==> config.mk <==
export PLATFORM = sky130hd
export DESIGN_NAME = tkc_ctrl_top
export DESIGN_NICKNAME = d
export VERILOG_FILES = /design/src/include/tkc_pkg.sv /design/src/include/tkc_tmr_if.sv /design/src/verilog/tkc_ctrl_top.sv /design/src/verilog/tkc_timer.sv /design/src/verilog/tkc_keyscan.sv
export SDC_FILE = /design/constraint.sdc
export NUM_CORES = 1
export LEC_CHECK = 0
export BUFFER_PORTS_ARGS = -buffer_cell sky130_fd_sc_hd__clkbuf_2
export CORE_UTILIZATION = 40
export DETAILED_ROUTE_END_ITERATION = 12
export SETUP_SLACK_MARGIN = 0.15
export SKIP_CTS_REPAIR_TIMING = 1
export SLEW_MARGIN = 20
export SYNTH_ARGS = -nofsm -noshare
export SYNTH_HDL_FRONTEND = slang
export SYNTH_HIERARCHICAL = 1
export SYNTH_SLANG_ARGS = --single-unit
==> constraint.sdc <==
create_clock -name CLK_SYS_I -period 9.1 [get_ports CLK_SYS_I]
set_input_delay 0.455 -clock CLK_SYS_I [delete_from_list [all_inputs] [get_ports CLK_SYS_I]]
set_output_delay 0.455 -clock CLK_SYS_I [all_outputs]
set_load 0.1 [all_outputs]
==> src/include/tkc_pkg.sv <==
package tkc_pkg;
   // Clock and counter sizing
   localparam int unsigned CLK_PERIOD_NS = 50;
   localparam int unsigned CNT_W         = 24;
   localparam int unsigned PAGE_W        = 2;
   localparam int unsigned ADDR_W        = 6;
   localparam int unsigned DATA_W        = 16;
   // Register map
   localparam logic [PAGE_W-1:0] REG_PAGE       = 2'h1;
   localparam logic [ADDR_W-1:0] KEY_CTRL_ADDR  = 6'h01;
   localparam logic [ADDR_W-1:0] REF_CTRL_ADDR  = 6'h03;
   localparam logic [ADDR_W-1:0] TOUCH_TIM_ADDR = 6'h05;
   // Field positions
   localparam int unsigned KEY_PRESSED_BIT = 15;
   localparam int unsigned SCAN_STOP_BIT   = 14;
   localparam int unsigned KEY_DB_LSB      = 11;
   localparam int unsigned REF_INT_BIT     = 4;
   localparam int unsigned REF_SETTLE_LSB  = 2;
   localparam int unsigned REF_PDN_BIT     = 1;
   localparam int unsigned REF_VSEL_BIT    = 0;
   localparam int unsigned PRE_LSB         = 3;
   localparam int unsigned SNS_LSB         = 0;
   localparam int unsigned SETTLE_W        = 2;
   localparam int unsigned SEL_W           = 3;
   // Reset values
   localparam logic                REF_INT_RST    = 1'b0;
   localparam logic [SETTLE_W-1:0] REF_SETTLE_RST = 2'h0;
   localparam logic                REF_PDN_RST    = 1'b1;
   localparam logic                REF_VSEL_RST   = 1'b0;
   localparam logic [SEL_W-1:0]    PRE_RST        = 3'h0;
   localparam logic [SEL_W-1:0]    SNS_RST        = 3'h0;
   localparam logic [SEL_W-1:0]    KEY_DB_RST     = 3'h0;
   localparam logic                SCAN_STOP_RST  = 1'b0;
   // Timing tables
   typedef int unsigned tkc_tab4_t [4];
   typedef int unsigned tkc_tab8_t [8];
   localparam tkc_tab4_t SETTLE_TIME_US = '{0, 100, 500, 1000};
   localparam tkc_tab8_t PRE_TIME_US    = '{20, 84, 276, 340,
                                            1044, 1108, 1300, 1364};
   localparam tkc_tab8_t SNS_TIME_US    = '{32, 96, 544, 608,
                                            2080, 2144, 2592, 2656};
   localparam tkc_tab8_t KEY_DB_TIME_MS = '{2, 10, 20, 50, 60, 80, 100, 120};
   // Least times: round up, never below one cycle
   function automatic int unsigned tkc_ns2cyc(input int unsigned ns);
      int unsigned c;
      c = (ns + CLK_PERIOD_NS - 1) / CLK_PERIOD_NS;
      return (c == 0) ? 1 : c;
   endfunction
   function automatic tkc_tab4_t tkc_cyc4(input tkc_tab4_t t,
                                          input int unsigned ns_per);
      tkc_tab4_t r;
      for (int i = 0; i < 4; i++) r[i] = tkc_ns2cyc(t[i] * ns_per);
      return r;
   endfunction
   function automatic tkc_tab8_t tkc_cyc8(input tkc_tab8_t t,
                                          input int unsigned ns_per);
      tkc_tab8_t r;
      for (int i = 0; i < 8; i++) r[i] = tkc_ns2cyc(t[i] * ns_per);
      return r;
   endfunction
   localparam tkc_tab4_t SETTLE_CYC = tkc_cyc4(SETTLE_TIME_US, 1000);
   localparam tkc_tab8_t PRE_CYC    = tkc_cyc8(PRE_TIME_US, 1000);
   localparam tkc_tab8_t SNS_CYC    = tkc_cyc8(SNS_TIME_US, 1000);
   localparam tkc_tab8_t KEY_DB_CYC = tkc_cyc8(KEY_DB_TIME_MS, 1000000);
   // State encodings
   typedef enum logic [1:0] {
      REF_OFF = 2'b00, REF_SETTLE = 2'b01, REF_READY = 2'b10
   } tkc_ref_st_t;
   typedef enum logic [1:0] {
      TD_IDLE = 2'b00, TD_PRE = 2'b01, TD_SENSE = 2'b10
   } tkc_td_st_t;
   typedef enum logic [1:0] {
      KS_IDLE = 2'b00, KS_DEBOUNCE = 2'b01, KS_SCAN = 2'b10
   } tkc_ks_st_t;
endpackage

==> src/include/tkc_tmr_if.sv <==
`timescale 1ns/10ps
`default_nettype none
interface tkc_tmr_if;
   import tkc_pkg::*;
   logic             start;
   logic             clear;
   logic [CNT_W-1:0] cycles;
   logic             busy;
   logic             done;
   modport ctl (output start, output clear, output cycles,
                input busy, input done);
   modport tmr (input start, input clear, input cycles,
                output busy, output done);
endinterface
`default_nettype wire

==> src/verilog/tkc_ctrl_top.sv <==
//
// Contract
// - Internal reference used when select bit set
// - Settle field picks 0/100/500/1000 us
// - Conversions wait for settled internal reference
// - Power-down bit switches reference off between conversions
// - External reference keeps internal one off
// - Auto power-down powers reference per conversion
// - Voltage bit picks 1.2 V or 2.5 V
// - Reference fields read back as written
// - Precharge field selects eight precharge times
// - Precharge first, then sense touch
// - Sense field sets sense phase length before touch sample
// - Key-pressed bit is inverse of interrupt
// - Scan bit reads 0 busy, 1 idle
// - Writing 0 runs continuous keypad scans
// - Writing 1 halts scans and conversions immediately
// - Debounce field selects 2 to 120 ms
// - Writing 1 to scan bit releases interrupt
`timescale 1ns/10ps
`default_nettype none
module tkc_ctrl_top #(
   parameter tkc_pkg::tkc_tab4_t SETTLE_CYC_P = tkc_pkg::SETTLE_CYC,
   parameter tkc_pkg::tkc_tab8_t PRE_CYC_P    = tkc_pkg::PRE_CYC,
   parameter tkc_pkg::tkc_tab8_t SNS_CYC_P    = tkc_pkg::SNS_CYC,
   parameter tkc_pkg::tkc_tab8_t KEY_DB_CYC_P = tkc_pkg::KEY_DB_CYC
) (
   // Clock and reset
   input  wire logic                        CLK_SYS_I,
   input  wire logic                        RST_N_I,
   // Register port
   input  wire logic [tkc_pkg::PAGE_W-1:0]  REG_PAGE_I,
   input  wire logic [tkc_pkg::ADDR_W-1:0]  REG_ADDR_I,
   input  wire logic                        REG_WR_I,
   input  wire logic                        REG_RD_I,
   input  wire logic [tkc_pkg::DATA_W-1:0]  REG_WDATA_I,
   output logic      [tkc_pkg::DATA_W-1:0]  REG_RDATA_O,
   output logic                             REG_RVALID_O,
   // Conversion engine
   input  wire logic                        CONV_REQ_I,
   output logic                             CONV_GO_O,
   output logic                             CONV_ABORT_O,
   // Reference
   output logic                             REF_INT_SEL_O,
   output logic                             REF_PWR_ON_O,
   output logic                             REF_2V5_O,
   // Touch detect
   input  wire logic                        TOUCH_REQ_I,
   input  wire logic                        TOUCH_SENSE_I,
   output logic                             PRECHARGE_O,
   output logic                             SENSE_O,
   output logic                             TOUCH_DET_O,
   // Keypad
   input  wire logic                        KEY_DOWN_I,
   input  wire logic                        KEY_DATA_READ_I,
   output logic                             KEY_IRQ_N_O
);
   import tkc_pkg::*;

   logic                rst_meta_q;
   logic                rst_n;
   logic [1:0]          pin_meta_q;
   logic [1:0]          pin_sync_q;
   logic                key_down;
   logic                sense_pin;
   logic                key_sel;
   logic                ref_sel;
   logic                tim_sel;
   logic                key_wr;
   logic                ref_wr;
   logic                tim_wr;
   logic                scan_stop_wr;
   logic                ref_int_q;
   logic [SETTLE_W-1:0] ref_settle_q;
   logic                ref_pdn_q;
   logic                ref_vsel_q;
   logic [SEL_W-1:0]    pre_sel_q;
   logic [SEL_W-1:0]    sns_sel_q;
   logic [SEL_W-1:0]    key_db_q;
   logic                scan_stop_q;
   logic [DATA_W-1:0]   rdata_q;
   logic                rvalid_q;
   logic                need_ref;
   tkc_ref_st_t         ref_st_q;
   tkc_ref_st_t         ref_d;
   logic                ref_pwr_q;
   logic                conv_go_q;
   logic                abort_q;
   tkc_td_st_t          td_q;
   tkc_td_st_t          td_d;
   logic                pre_on_q;
   logic                sns_on_q;
   logic                touch_q;
   logic                ks_busy;
   logic                key_irq_n;

   tkc_tmr_if ref_tmr ();
   tkc_tmr_if td_tmr ();

   // Page and offset match, shared by the write and read paths
   function automatic logic reg_hit(input logic [PAGE_W-1:0] pg,
                                    input logic [ADDR_W-1:0] ad,
                                    input logic [ADDR_W-1:0] want);
      return (pg == REG_PAGE) && (ad == want);
   endfunction

   // Reset release through two flops
   always_ff @(posedge CLK_SYS_I or negedge RST_N_I) begin
      if (!RST_N_I) begin
         rst_meta_q <= 1'b0;
         rst_n      <= 1'b0;
      end else begin
         rst_meta_q <= 1'b1;
         rst_n      <= rst_meta_q;
      end
   end

   // Keypad and sense pins arrive unsynchronised
   always_ff @(posedge CLK_SYS_I or negedge rst_n) begin
      if (!rst_n) begin
         pin_meta_q <= 2'h0;
         pin_sync_q <= 2'h0;
      end else begin
         pin_meta_q <= {TOUCH_SENSE_I, KEY_DOWN_I};
         pin_sync_q <= pin_meta_q;
      end
   end
   assign key_down  = pin_sync_q[0];
   assign sense_pin = pin_sync_q[1];

   assign key_sel = reg_hit(REG_PAGE_I, REG_ADDR_I, KEY_CTRL_ADDR);
   assign ref_sel = reg_hit(REG_PAGE_I, REG_ADDR_I, REF_CTRL_ADDR);
   assign tim_sel = reg_hit(REG_PAGE_I, REG_ADDR_I, TOUCH_TIM_ADDR);
   assign key_wr  = REG_WR_I && key_sel;
   assign ref_wr  = REG_WR_I && ref_sel;
   assign tim_wr  = REG_WR_I && tim_sel;
   assign scan_stop_wr = key_wr && REG_WDATA_I[SCAN_STOP_BIT];

   // Writable fields; reserved bits are simply not stored
   always_ff @(posedge CLK_SYS_I or negedge rst_n) begin
      if (!rst_n) begin
         ref_int_q    <= REF_INT_RST;
         ref_settle_q <= REF_SETTLE_RST;
         ref_pdn_q    <= REF_PDN_RST;
         ref_vsel_q   <= REF_VSEL_RST;
         pre_sel_q    <= PRE_RST;
         sns_sel_q    <= SNS_RST;
         key_db_q     <= KEY_DB_RST;
         scan_stop_q  <= SCAN_STOP_RST;
      end else begin
         if (ref_wr) begin
            ref_int_q    <= REG_WDATA_I[REF_INT_BIT];
            ref_settle_q <= REG_WDATA_I[REF_SETTLE_LSB +: SETTLE_W];
            ref_pdn_q    <= REG_WDATA_I[REF_PDN_BIT];
            ref_vsel_q   <= REG_WDATA_I[REF_VSEL_BIT];
         end
         if (tim_wr) begin
            pre_sel_q <= REG_WDATA_I[PRE_LSB +: SEL_W];
            sns_sel_q <= REG_WDATA_I[SNS_LSB +: SEL_W];
         end
         if (key_wr) begin
            key_db_q    <= REG_WDATA_I[KEY_DB_LSB +: SEL_W];
            scan_stop_q <= REG_WDATA_I[SCAN_STOP_BIT];
         end
      end
   end

   // Read data is registered; unmapped offsets return zero
   always_ff @(posedge CLK_SYS_I or negedge rst_n) begin
      if (!rst_n) begin
         rdata_q  <= '0;
         rvalid_q <= 1'b0;
      end else begin
         rvalid_q <= REG_RD_I;
         rdata_q  <= '0;
         if (REG_RD_I && key_sel) begin
            rdata_q[KEY_PRESSED_BIT] <= ~key_irq_n;
            rdata_q[SCAN_STOP_BIT]   <= ~ks_busy;
            rdata_q[KEY_DB_LSB +: SEL_W] <= key_db_q;
         end else if (REG_RD_I && ref_sel) begin
            rdata_q[REF_INT_BIT]    <= ref_int_q;
            rdata_q[REF_SETTLE_LSB +: SETTLE_W] <= ref_settle_q;
            rdata_q[REF_PDN_BIT]    <= ref_pdn_q;
            rdata_q[REF_VSEL_BIT]   <= ref_vsel_q;
         end else if (REG_RD_I && tim_sel) begin
            rdata_q[PRE_LSB +: SEL_W] <= pre_sel_q;
            rdata_q[SNS_LSB +: SEL_W] <= sns_sel_q;
         end
      end
   end

   // The internal reference is wanted only when selected, and then either
   // always or just while a conversion is requested
   assign need_ref = ref_int_q && (!ref_pdn_q || CONV_REQ_I);

   always_comb begin
      ref_d = ref_st_q;
      case (ref_st_q)
         REF_OFF: if (need_ref) begin
            ref_d = REF_SETTLE;
         end
         REF_SETTLE: if (!need_ref) begin
            ref_d = REF_OFF;
         end else if (ref_tmr.done) begin
            ref_d = REF_READY;
         end
         REF_READY: if (!need_ref) begin
            ref_d = REF_OFF;
         end
         default: ref_d = REF_OFF;
      endcase
   end

   assign ref_tmr.start  = (ref_st_q == REF_OFF) && need_ref;
   assign ref_tmr.clear  = !need_ref;
   assign ref_tmr.cycles = CNT_W'(SETTLE_CYC_P[ref_settle_q]);

   tkc_timer u_ref_tmr (
      .clk_i   (CLK_SYS_I),
      .rst_n_i (rst_n),
      .tmr     (ref_tmr.tmr)
   );

   always_ff @(posedge CLK_SYS_I or negedge rst_n) begin
      if (!rst_n) begin
         ref_st_q  <= REF_OFF;
         ref_pwr_q <= 1'b0;
      end else begin
         ref_st_q  <= ref_d;
         ref_pwr_q <= need_ref;
      end
   end

   // An external reference needs no settling; a stop write drops go at once
   always_ff @(posedge CLK_SYS_I or negedge rst_n) begin
      if (!rst_n) begin
         conv_go_q <= 1'b0;
         abort_q   <= 1'b0;
      end else begin
         conv_go_q <= CONV_REQ_I && !scan_stop_wr &&
                      (!ref_int_q || (ref_d == REF_READY));
         abort_q   <= scan_stop_wr;
      end
   end

   // Touch detect: precharge phase, then sense phase, then sample the pin
   always_comb begin
      td_d = td_q;
      case (td_q)
         TD_IDLE: if (TOUCH_REQ_I) begin
            td_d = TD_PRE;
         end
         TD_PRE: if (!TOUCH_REQ_I) begin
            td_d = TD_IDLE;
         end else if (td_tmr.done) begin
            td_d = TD_SENSE;
         end
         TD_SENSE: if (!TOUCH_REQ_I || td_tmr.done) begin
            td_d = TD_IDLE;
         end
         default: td_d = TD_IDLE;
      endcase
   end

   assign td_tmr.start  = TOUCH_REQ_I && ((td_q == TD_IDLE) ||
                          ((td_q == TD_PRE) && td_tmr.done));
   assign td_tmr.clear  = !TOUCH_REQ_I;
   assign td_tmr.cycles = (td_q == TD_IDLE) ?
                          CNT_W'(PRE_CYC_P[pre_sel_q]) :
                          CNT_W'(SNS_CYC_P[sns_sel_q]);

   tkc_timer u_td_tmr (
      .clk_i   (CLK_SYS_I),
      .rst_n_i (rst_n),
      .tmr     (td_tmr.tmr)
   );

   always_ff @(posedge CLK_SYS_I or negedge rst_n) begin
      if (!rst_n) begin
         td_q     <= TD_IDLE;
         pre_on_q <= 1'b0;
         sns_on_q <= 1'b0;
         touch_q  <= 1'b0;
      end else begin
         td_q     <= td_d;
         pre_on_q <= (td_d == TD_PRE);
         sns_on_q <= (td_d == TD_SENSE);
         if ((td_q == TD_SENSE) && TOUCH_REQ_I && td_tmr.done) begin
            touch_q <= sense_pin;
         end
      end
   end

   tkc_keyscan u_keyscan (
      .clk_i       (CLK_SYS_I),
      .rst_n_i     (rst_n),
      .key_down_i  (key_down),
      .data_read_i (KEY_DATA_READ_I),
      .db_cycles_i (CNT_W'(KEY_DB_CYC_P[key_db_q])),
      .run_i       (!scan_stop_q),
      .stop_i      (scan_stop_wr),
      .busy_o      (ks_busy),
      .irq_n_o     (key_irq_n)
   );

   assign REG_RDATA_O   = rdata_q;
   assign REG_RVALID_O  = rvalid_q;
   assign CONV_GO_O     = conv_go_q;
   assign CONV_ABORT_O  = abort_q;
   assign REF_INT_SEL_O = ref_int_q;
   assign REF_PWR_ON_O  = ref_pwr_q;
   assign REF_2V5_O     = ref_vsel_q;
   assign PRECHARGE_O   = pre_on_q;
   assign SENSE_O       = sns_on_q;
   assign TOUCH_DET_O   = touch_q;
   assign KEY_IRQ_N_O   = key_irq_n;

   // Precharge length, measured for the checks below
   int unsigned pre_hold_q;
   always_ff @(posedge CLK_SYS_I or negedge rst_n) begin
      if (!rst_n) begin
         pre_hold_q <= 0;
      end else begin
         pre_hold_q <= pre_on_q ? pre_hold_q + 1 : 0;
      end
   end
endmodule // tkc_ctrl_top
`default_nettype wire

==> src/verilog/tkc_timer.sv <==
`timescale 1ns/10ps
`default_nettype none
module tkc_timer (
   // Clock and reset
   input  wire logic clk_i,
   input  wire logic rst_n_i,
   // Control side
   tkc_tmr_if.tmr    tmr
);
   import tkc_pkg::*;

   logic [CNT_W-1:0] cnt_q;
   logic             busy_q;

   // Done is high in the last counted cycle, so a phase lasts cycles exactly
   assign tmr.done = busy_q && (cnt_q == CNT_W'(1));
   assign tmr.busy = busy_q;

   always_ff @(posedge clk_i or negedge rst_n_i) begin
      if (!rst_n_i) begin
         cnt_q  <= '0;
         busy_q <= 1'b0;
      end else if (tmr.clear) begin
         busy_q <= 1'b0;
      end else if (tmr.start) begin
         cnt_q  <= tmr.cycles;
         busy_q <= 1'b1;
      end else if (tmr.done) begin
         busy_q <= 1'b0;
      end else if (busy_q) begin
         cnt_q  <= cnt_q - 1'b1;
      end
   end
endmodule // tkc_timer
`default_nettype wire

==> src/verilog/tkc_keyscan.sv <==
`timescale 1ns/10ps
`default_nettype none
module tkc_keyscan (
   // Clock and reset
   input  wire logic                     clk_i,
   input  wire logic                     rst_n_i,
   // Keypad events
   input  wire logic                     key_down_i,
   input  wire logic                     data_read_i,
   // Control
   input  wire logic [tkc_pkg::CNT_W-1:0] db_cycles_i,
   input  wire logic                     run_i,
   input  wire logic                     stop_i,
   // Status
   output logic                          busy_o,
   output logic                          irq_n_o
);
   import tkc_pkg::*;

   tkc_ks_st_t       st_q;
   logic [CNT_W-1:0] cnt_q;
   logic             db_done;

   assign db_done = (st_q == KS_DEBOUNCE) && key_down_i && !stop_i &&
                    (cnt_q <= CNT_W'(1));
   assign busy_o  = (st_q != KS_IDLE);

   always_ff @(posedge clk_i or negedge rst_n_i) begin
      if (!rst_n_i) begin
         st_q  <= KS_IDLE;
         cnt_q <= '0;
      end else if (stop_i) begin
         st_q  <= KS_IDLE;
      end else begin
         case (st_q)
            KS_IDLE: if (run_i && key_down_i) begin
               st_q  <= KS_DEBOUNCE;
               cnt_q <= db_cycles_i;
            end
            KS_DEBOUNCE: if (!key_down_i) begin
               st_q <= KS_IDLE;
            end else if (db_done) begin
               st_q <= KS_SCAN;
            end else begin
               cnt_q <= cnt_q - 1'b1;
            end
            // Scans repeat while the key stays down
            KS_SCAN: if (!key_down_i || !run_i) begin
               st_q <= KS_IDLE;
            end
            default: st_q <= KS_IDLE;
         endcase
      end
   end

   // A debounce completing wins over a data read in the same cycle
   always_ff @(posedge clk_i or negedge rst_n_i) begin
      if (!rst_n_i) begin
         irq_n_o <= 1'b1;
      end else if (db_done) begin
         irq_n_o <= 1'b0;
      end else if (stop_i || data_read_i) begin
         irq_n_o <= 1'b1;
      end
   end
endmodule // tkc_keyscan
`default_nettype wire

# Yosys cells after proc, flatten, opt, wreduce, memory -nomap -nowiden
# Memories as Yosys holds them, arrays and structs flattened.
# Index checks and enable logic that the tools add are counted.
# totals
regBits,120
latch_bits,0
ram_bits,0
romBits,768
in_bits,33
output_inout_bits,26
wordCells,169
mem_count,3
# memory_table
name,depth,word_bits,read_ports,rd_ports_with_merged_regs,wr,line,text
(no name shown),8,32,1,0,0,tkc_ctrl_top.sv:299,".db_cycles_i (CNT_W'(KEY_DB_CYC_P[key_db_q])),"
(no name shown),8,32,1,0,0,tkc_ctrl_top.sv:270,CNT_W'(SNS_CYC_P[sns_sel_q]);
(no name shown),8,32,1,0,0,tkc_ctrl_top.sv:269,CNT_W'(PRE_CYC_P[pre_sel_q]) :
# op_classes
n_addsub,3
n_mul,0
div,0
magnitude_cmp,5
n_eq_ne,25
shift,0
n_mux,49
bitwise_logic,7
n_reduce_logical,48
# op_table
op,count
$mux W24,18
$sub A24 B1 Y24 const B,3
$bmux W32 S2,1
$eq A24 B1 Y1 const B,2
$pmux W24 S2,1
$mux W2,13
$le A24 B1 Y1 const B,1
$logic_and A1 B1 Y1,24
$pmux W2 S3,3
$ge A4 B4 Y1 const B,3
$mux W6,2
$not A3 Y4,3
$eq A2 B1 Y1 const B,5
$eq A2 B2 Y1 const B,5
$mux W5,2
$reduce_bool A2 Y1,5
$mux W1,9
$reduce_and A3 Y1,3
$ne A2 B2 Y1 const B,4
$eq A6 B1 Y1 const B,1
$eq A6 B2 Y1 const B,1
$eq A6 B3 Y1 const B,1
$logic_not A1 Y1,6
$logic_not A2 Y1,3
other kinds (9),18

# Depth between registers and ports, before layout
# logic_depth
word_depth,11
depth_mapped,14
ltp_nobuf,12

# Hierarchy
# Netlist, hierarchy kept.
# by_module_without_submodules
mod,n_inst,cells_each,area_each_um2
tkc_timer,2,214,1767.9
tkc_ctrl_top,1,175,2026.9
tkc_keyscan,1,214,1745.4

# Least setup slack after synthesis
# Ideal clock, no wire load.
# synth_timing
path_kind,reg-to-reg
startpoint,reg u_td_tmr.cnt_q[4]
endpoint,reg u_td_tmr.cnt_q[14]
setup_time_ps,126
arrival_ps,3281
required_time_ps,8974
path_slack_ps,5693
stages_incl_launch_ff,14
period_less_slack_ps,3407
cell_sequence,dfrtp_1 > clkbuf_1 > nor3_1 > nand2_1 > or4_4 > buf_2 > nor2_1 > inv_1 > a21oi_1 > o21ba_2 > clkbuf_1 > clkbuf_1 > o21ai_0 > a221o_1
# synth_via
elab_chain_cells,7
# synth_lines
item,line,text
start: declaration,tkc_timer.sv:12,logic [CNT_W-1:0] cnt_q;
start signal: assignment,tkc_timer.sv:26,cnt_q <= tmr.cycles;
start signal: assignment,tkc_timer.sv:31,cnt_q <= cnt_q - 1'b1;
$eq A24 B1 Y1 (*),tkc_timer.sv:16,assign tmr.done = busy_q && (cnt_q == CNT_W'(1));
$logic_and A1 B1 Y1 (*),tkc_timer.sv:16,
net td_tmr.done,tkc_tmr_if.sv:9,logic done;
$logic_and A1 B1 Y1 (*),tkc_ctrl_top.sv:266,((td_q == TD_PRE) && td_tmr.done));
$logic_or A1 B1 Y1 (*),tkc_ctrl_top.sv:265,assign td_tmr.start = TOUCH_REQ_I && ((td_q == TD_IDLE) ||
$logic_and A1 B1 Y1 (*),tkc_ctrl_top.sv:265,
net td_tmr.start,tkc_tmr_if.sv:5,logic start;
$ne A2 B2 Y1 (no source line) / $reduce_bool A2 Y1 (equally long branches),--,
$reduce_and A3 Y1 (no source line),--,
# The timed path passes the listed nets; every way through them passes the cells marked *. The select of a mux whose other input is x is not followed.
# A chain may end at the register's enable or synchronous reset.

# Worst setup path in the final report
# layout_timing
startpoint,reg u_td_tmr.cnt_q[15]
endpoint,reg u_td_tmr.cnt_q[22]
# The elaborated chain is that of the path after synthesis.

==> metrics <==
I/O pin count between 50 and 60; cell with the biggest individual delay on the critical path nor4_1; Post-Place Cells around 1.1k; Most common cell on crit path nand2_1; fraction of registers with async set/reset 100%; portion of total power attributed to sequential cells 40.4%; sw frac 32.6%; Crit Reg-Reg Endpoint u_td_tmr/cnt_q[22]; global route total overflow 0; Buffers on Ports 47; Initial Utilization 40.7%; cell accounting for the most synthesized area dfrtp_1; Detailed Route WL between 15000 and 20000 um; internal power 1070 uW; area of the multi-input gates 4140 um2; source of the worst hold timing path TOUCH_SENSE_I; most used flip-flop cell after synthesis dfrtp_1; unique cell type count in the Yosys netlist 73; netlist area before placement approximately 7300 um2; overall global routing resource usage around 21%; first-pass GRT wire length about 31000 um; Synth Register Bits 120; WHS Path Cells 1; DP HPWL between 10000 and 15000 um; fraction of final layout cells sized beyond drive strength 1 between 10% and 20%; Final Wtd Congestion 0.800; clock transition time at the flip-flop clock pins of the worst setup and hold paths 0.06 ns; relative slew slack about a third; fraction of post-synthesis cell area in the top cell type by area about two fifths; non-filler instance count after layout 1127; total count of hold-check failures in the final report 0; DIE AREA around 19000 um2; area of the placeable core between 15000 and 20000 um2; count of filler cells inserted in the layout 1725; cells traversed along the worst timing path nor4_1 > nand4b_1 > or4_4 > nor2_1 > inv_1 > a21oi_2 > buf_4 > o21ba_2 > nand2_1 > nand2_1 > a21o_1 > nand3_1; number of enable flip-flop cells after synthesis 0; Clock Sink Count between 100 and 150; Worst EP required approximately 9.4 ns; worst hold path endpoint pin_meta_q[1]; CP Max Fanout 42; number of DRC violations after detailed routing 0; NumNets Final roughly 940; later-pin clock latency in the skew report 0.43 ns; sequential standard cell area ~3000 um2; outcome completed; setup TNS 0 ns; number of optimization iterations in the first detailed-route pass 7; final design instance area without fill roughly 8400 um2; total power per unit cell area 188 nW/um2; minimum clock period after layout 4.14 ns; nature of the critical path startpoint flip-flop; vias in the first global route 5920; CTS H-Tree Depth 4; antenna diode count 0; largest stage delay on the critical path about 0.70 ns; average via count per standard cell roughly 5.8; Std-Cell Rows 49; layout-stage area growth over the synthesis result 15.3%; DR vias about 6.5k; Worst Path Class, Setup reg -> reg; depth of the worst register-to-register path 12; crit-path leading delay family simple AND/OR/NAND/NOR gates; number of cells produced by synthesis 817; Buffers & Inverters on Critical Path 2; Clk pwr share approximately two fifths; main area contributors after synthesis dfrtp_1 40%, o21ai_0 4.2%, ha_1 3.4%; Die Wd between 100 and 150 um; worst clock skew between 0.01 and 0.015 ns; part of the Yosys area used for sequential elements a little over 40%; number of buffers added by the clock tree synthesis step 17; Post-Place Cell Area around 7800 um2; CTS tree yes; initial antenna violation count 0; max cap viols 0; Max Clock Freq between 0.2 and 0.25 GHz; critical register-to-register path startpoint u_td_tmr/cnt_q[15]; total count of max-transition violations in the final report 0; Yosys warning total 6; Max clock buf depth 2; CP endpoint kind flip-flop; Peak VDD IR 145 uV; net switching component of the power roughly 520 uW; CTS Root Buffer Type clkbuf_16; average size of a mapped cell 8.95 um2; vertical extent of the die between 100 and 150 um; RSZ-0062 raised after global routing false; most frequent cells in the layout 117 x dfrtp_1, 64 x nor2_1, 62 x o21ai_0, 48 x a21oi_1; maximum number of pins on one net before global-route repair 75; First DRT Iteration DRCs approximately 490; path type of the worst min-delay path in -> reg; average detailed-routed wire length per instance ~17 um; data arrival time of the critical path between 4 and 5 ns; most common cell after layout, fill and taps aside dfrtp_1; Worst Max-Slew Pin Slew just under 1 ns; count of endpoints failing setup in the final report 0; reg2reg setup slack 4.96 ns; Gate power share 18.5%; Pleak roughly 0.0035 uW; post-route ant nets 0; Period Utilization, post-route 45.4%
synth_stat cells (4+ instances only):
cell,count
a211oi_1,18
a21oi_1,49
a222oi_1,4
a22o_1,5
a22oi_1,7
a2bb2oi_1,4
a31oi_1,8
and2_1,9
and3_1,10
and4_1,6
buf_1,5
buf_2,5
buf_4,5
clkbuf_1,34
dfrtp_1,118
ha_1,20
inv_1,26
mux2_1,4
mux2_2,17
mux2i_1,8
nand2_1,47
nand2b_1,7
nand3_1,44
nand4_1,16
nand4b_1,4
nor2_1,64
nor2b_1,12
nor3_1,37
nor4_1,25
o211ai_1,10
o21ai_0,62
o21ai_1,4
o22ai_1,13
o2bb2ai_1,9
o31ai_1,8
or2_2,4
or3_1,16
or4_1,9
or4_4,4
sequential cells by signal, summed over array words and instances (netlist names), 2 cells and up:
| name | flops |
|---|---|
| ref_settle_q | 2 |
| key_db_q | 3 |
| sns_sel_q | 3 |
| pin_sync_q | 2 |
| ref_st_q | 2 |
| u_keyscan/st_q | 2 |
| REG_RDATA_O | 11 |
| u_ref_tmr/cnt_q | 24 |
| pin_meta_q | 2 |
| u_td_tmr/cnt_q | 24 |
| td_q | 2 |
| pre_sel_q | 3 |
| u_keyscan/cnt_q | 24 |
power by group through the flow:
| stage | combinational [uW] | clock, uW | sequential, uW |
|---|---|---|---|
| CTS | 293 | 669 | 639 |
| global route | 331 | 690 | 650 |
| detailed placement | 292 | 0 | 648 |
| global placement | 290 | 0 | 648 |
| floorplan | 221 | 0 | 644 |
| finish | 294 | 652 | 641 |
worst max path at each step:
stage                         end          startpoint  cells after the start  slack [ns]
5_1_grt         u_td_tmr/cnt_q[1]  u_td_tmr/cnt_q[15]                     11        4.58
6_report       u_td_tmr/cnt_q[22]  u_td_tmr/cnt_q[15]                     12        4.96
3_5_place_dp   u_td_tmr/cnt_q[22]  u_td_tmr/cnt_q[15]                     12        5.00
3_3_place_gp   u_td_tmr/cnt_q[22]  u_td_tmr/cnt_q[15]                     12        5.00
2_1_floorplan        CONV_ABORT_O               rst_n                      0        5.51
4_1_cts        u_td_tmr/cnt_q[22]  u_td_tmr/cnt_q[15]                     12        5.00
worst register-to-register path: stages (launching register included):
cell and delay [ns]:
dfrtp_1 0.44, nor4_1 0.70, nand4b_1 0.20, or4_4 0.57
nor2_1 0.26, inv_1 0.12, a21oi_2 0.12, buf_4 0.38
o21ba_2 0.58, nand2_1 0.35, nand2_1 0.15, a21o_1 0.09
nand3_1 0.07
cell families (layout without fill, tap and decap cells):
family | after synthesis | after routing | synth area share [%]
mux | 29 | 29 | 4.33
other cells | 2 | 45 | 0.103
compound gates | 229 | 229 | 20.3
fa+ha+maj | 20 | 20 | 3.42
simple gates | 339 | 339 | 26.1
buf+inv | 78 | 116 | 4.62
flops | 120 | 120 | 41.1
routing by layer:
layer | routed length, um | part of all wire, % | vias to the layer above | global-route usage (%)
met1 | 9280 | 49 | 3130 | 30.7
met2 | 8450 | 45 | 185 | 32.2
met3 | 968 | 5.1 | 21 | 4.01
li1 | - | - | 3189 | -
met5 | 0 | 0 | - | 0
met4 | 257 | 1.4 | 0 | 7.20
cell type report:
class                      count  area share, %
tap                          229           3.40
sequential                   120           35.7
clock inverter                15           1.71
timing repair buffer          57           3.71
inverter                      27           1.26
multi-input combinational    662           49.1
clock buffer                  17           5.05
through the flow:
stage               power, uW  hold WS [ns]  utilization, %  setup slack (ns)
floorplan                 865         0.159               -              5.51
global placement          939         0.243            43.7              5.00
detailed placement        940         0.244            43.7              5.00
CTS                      1600        -0.218            46.8              5.00
global route             1670         0.114            46.9              4.58
finish                   1590         0.130            46.9              4.96
Power figures use the tool's default switching activity.
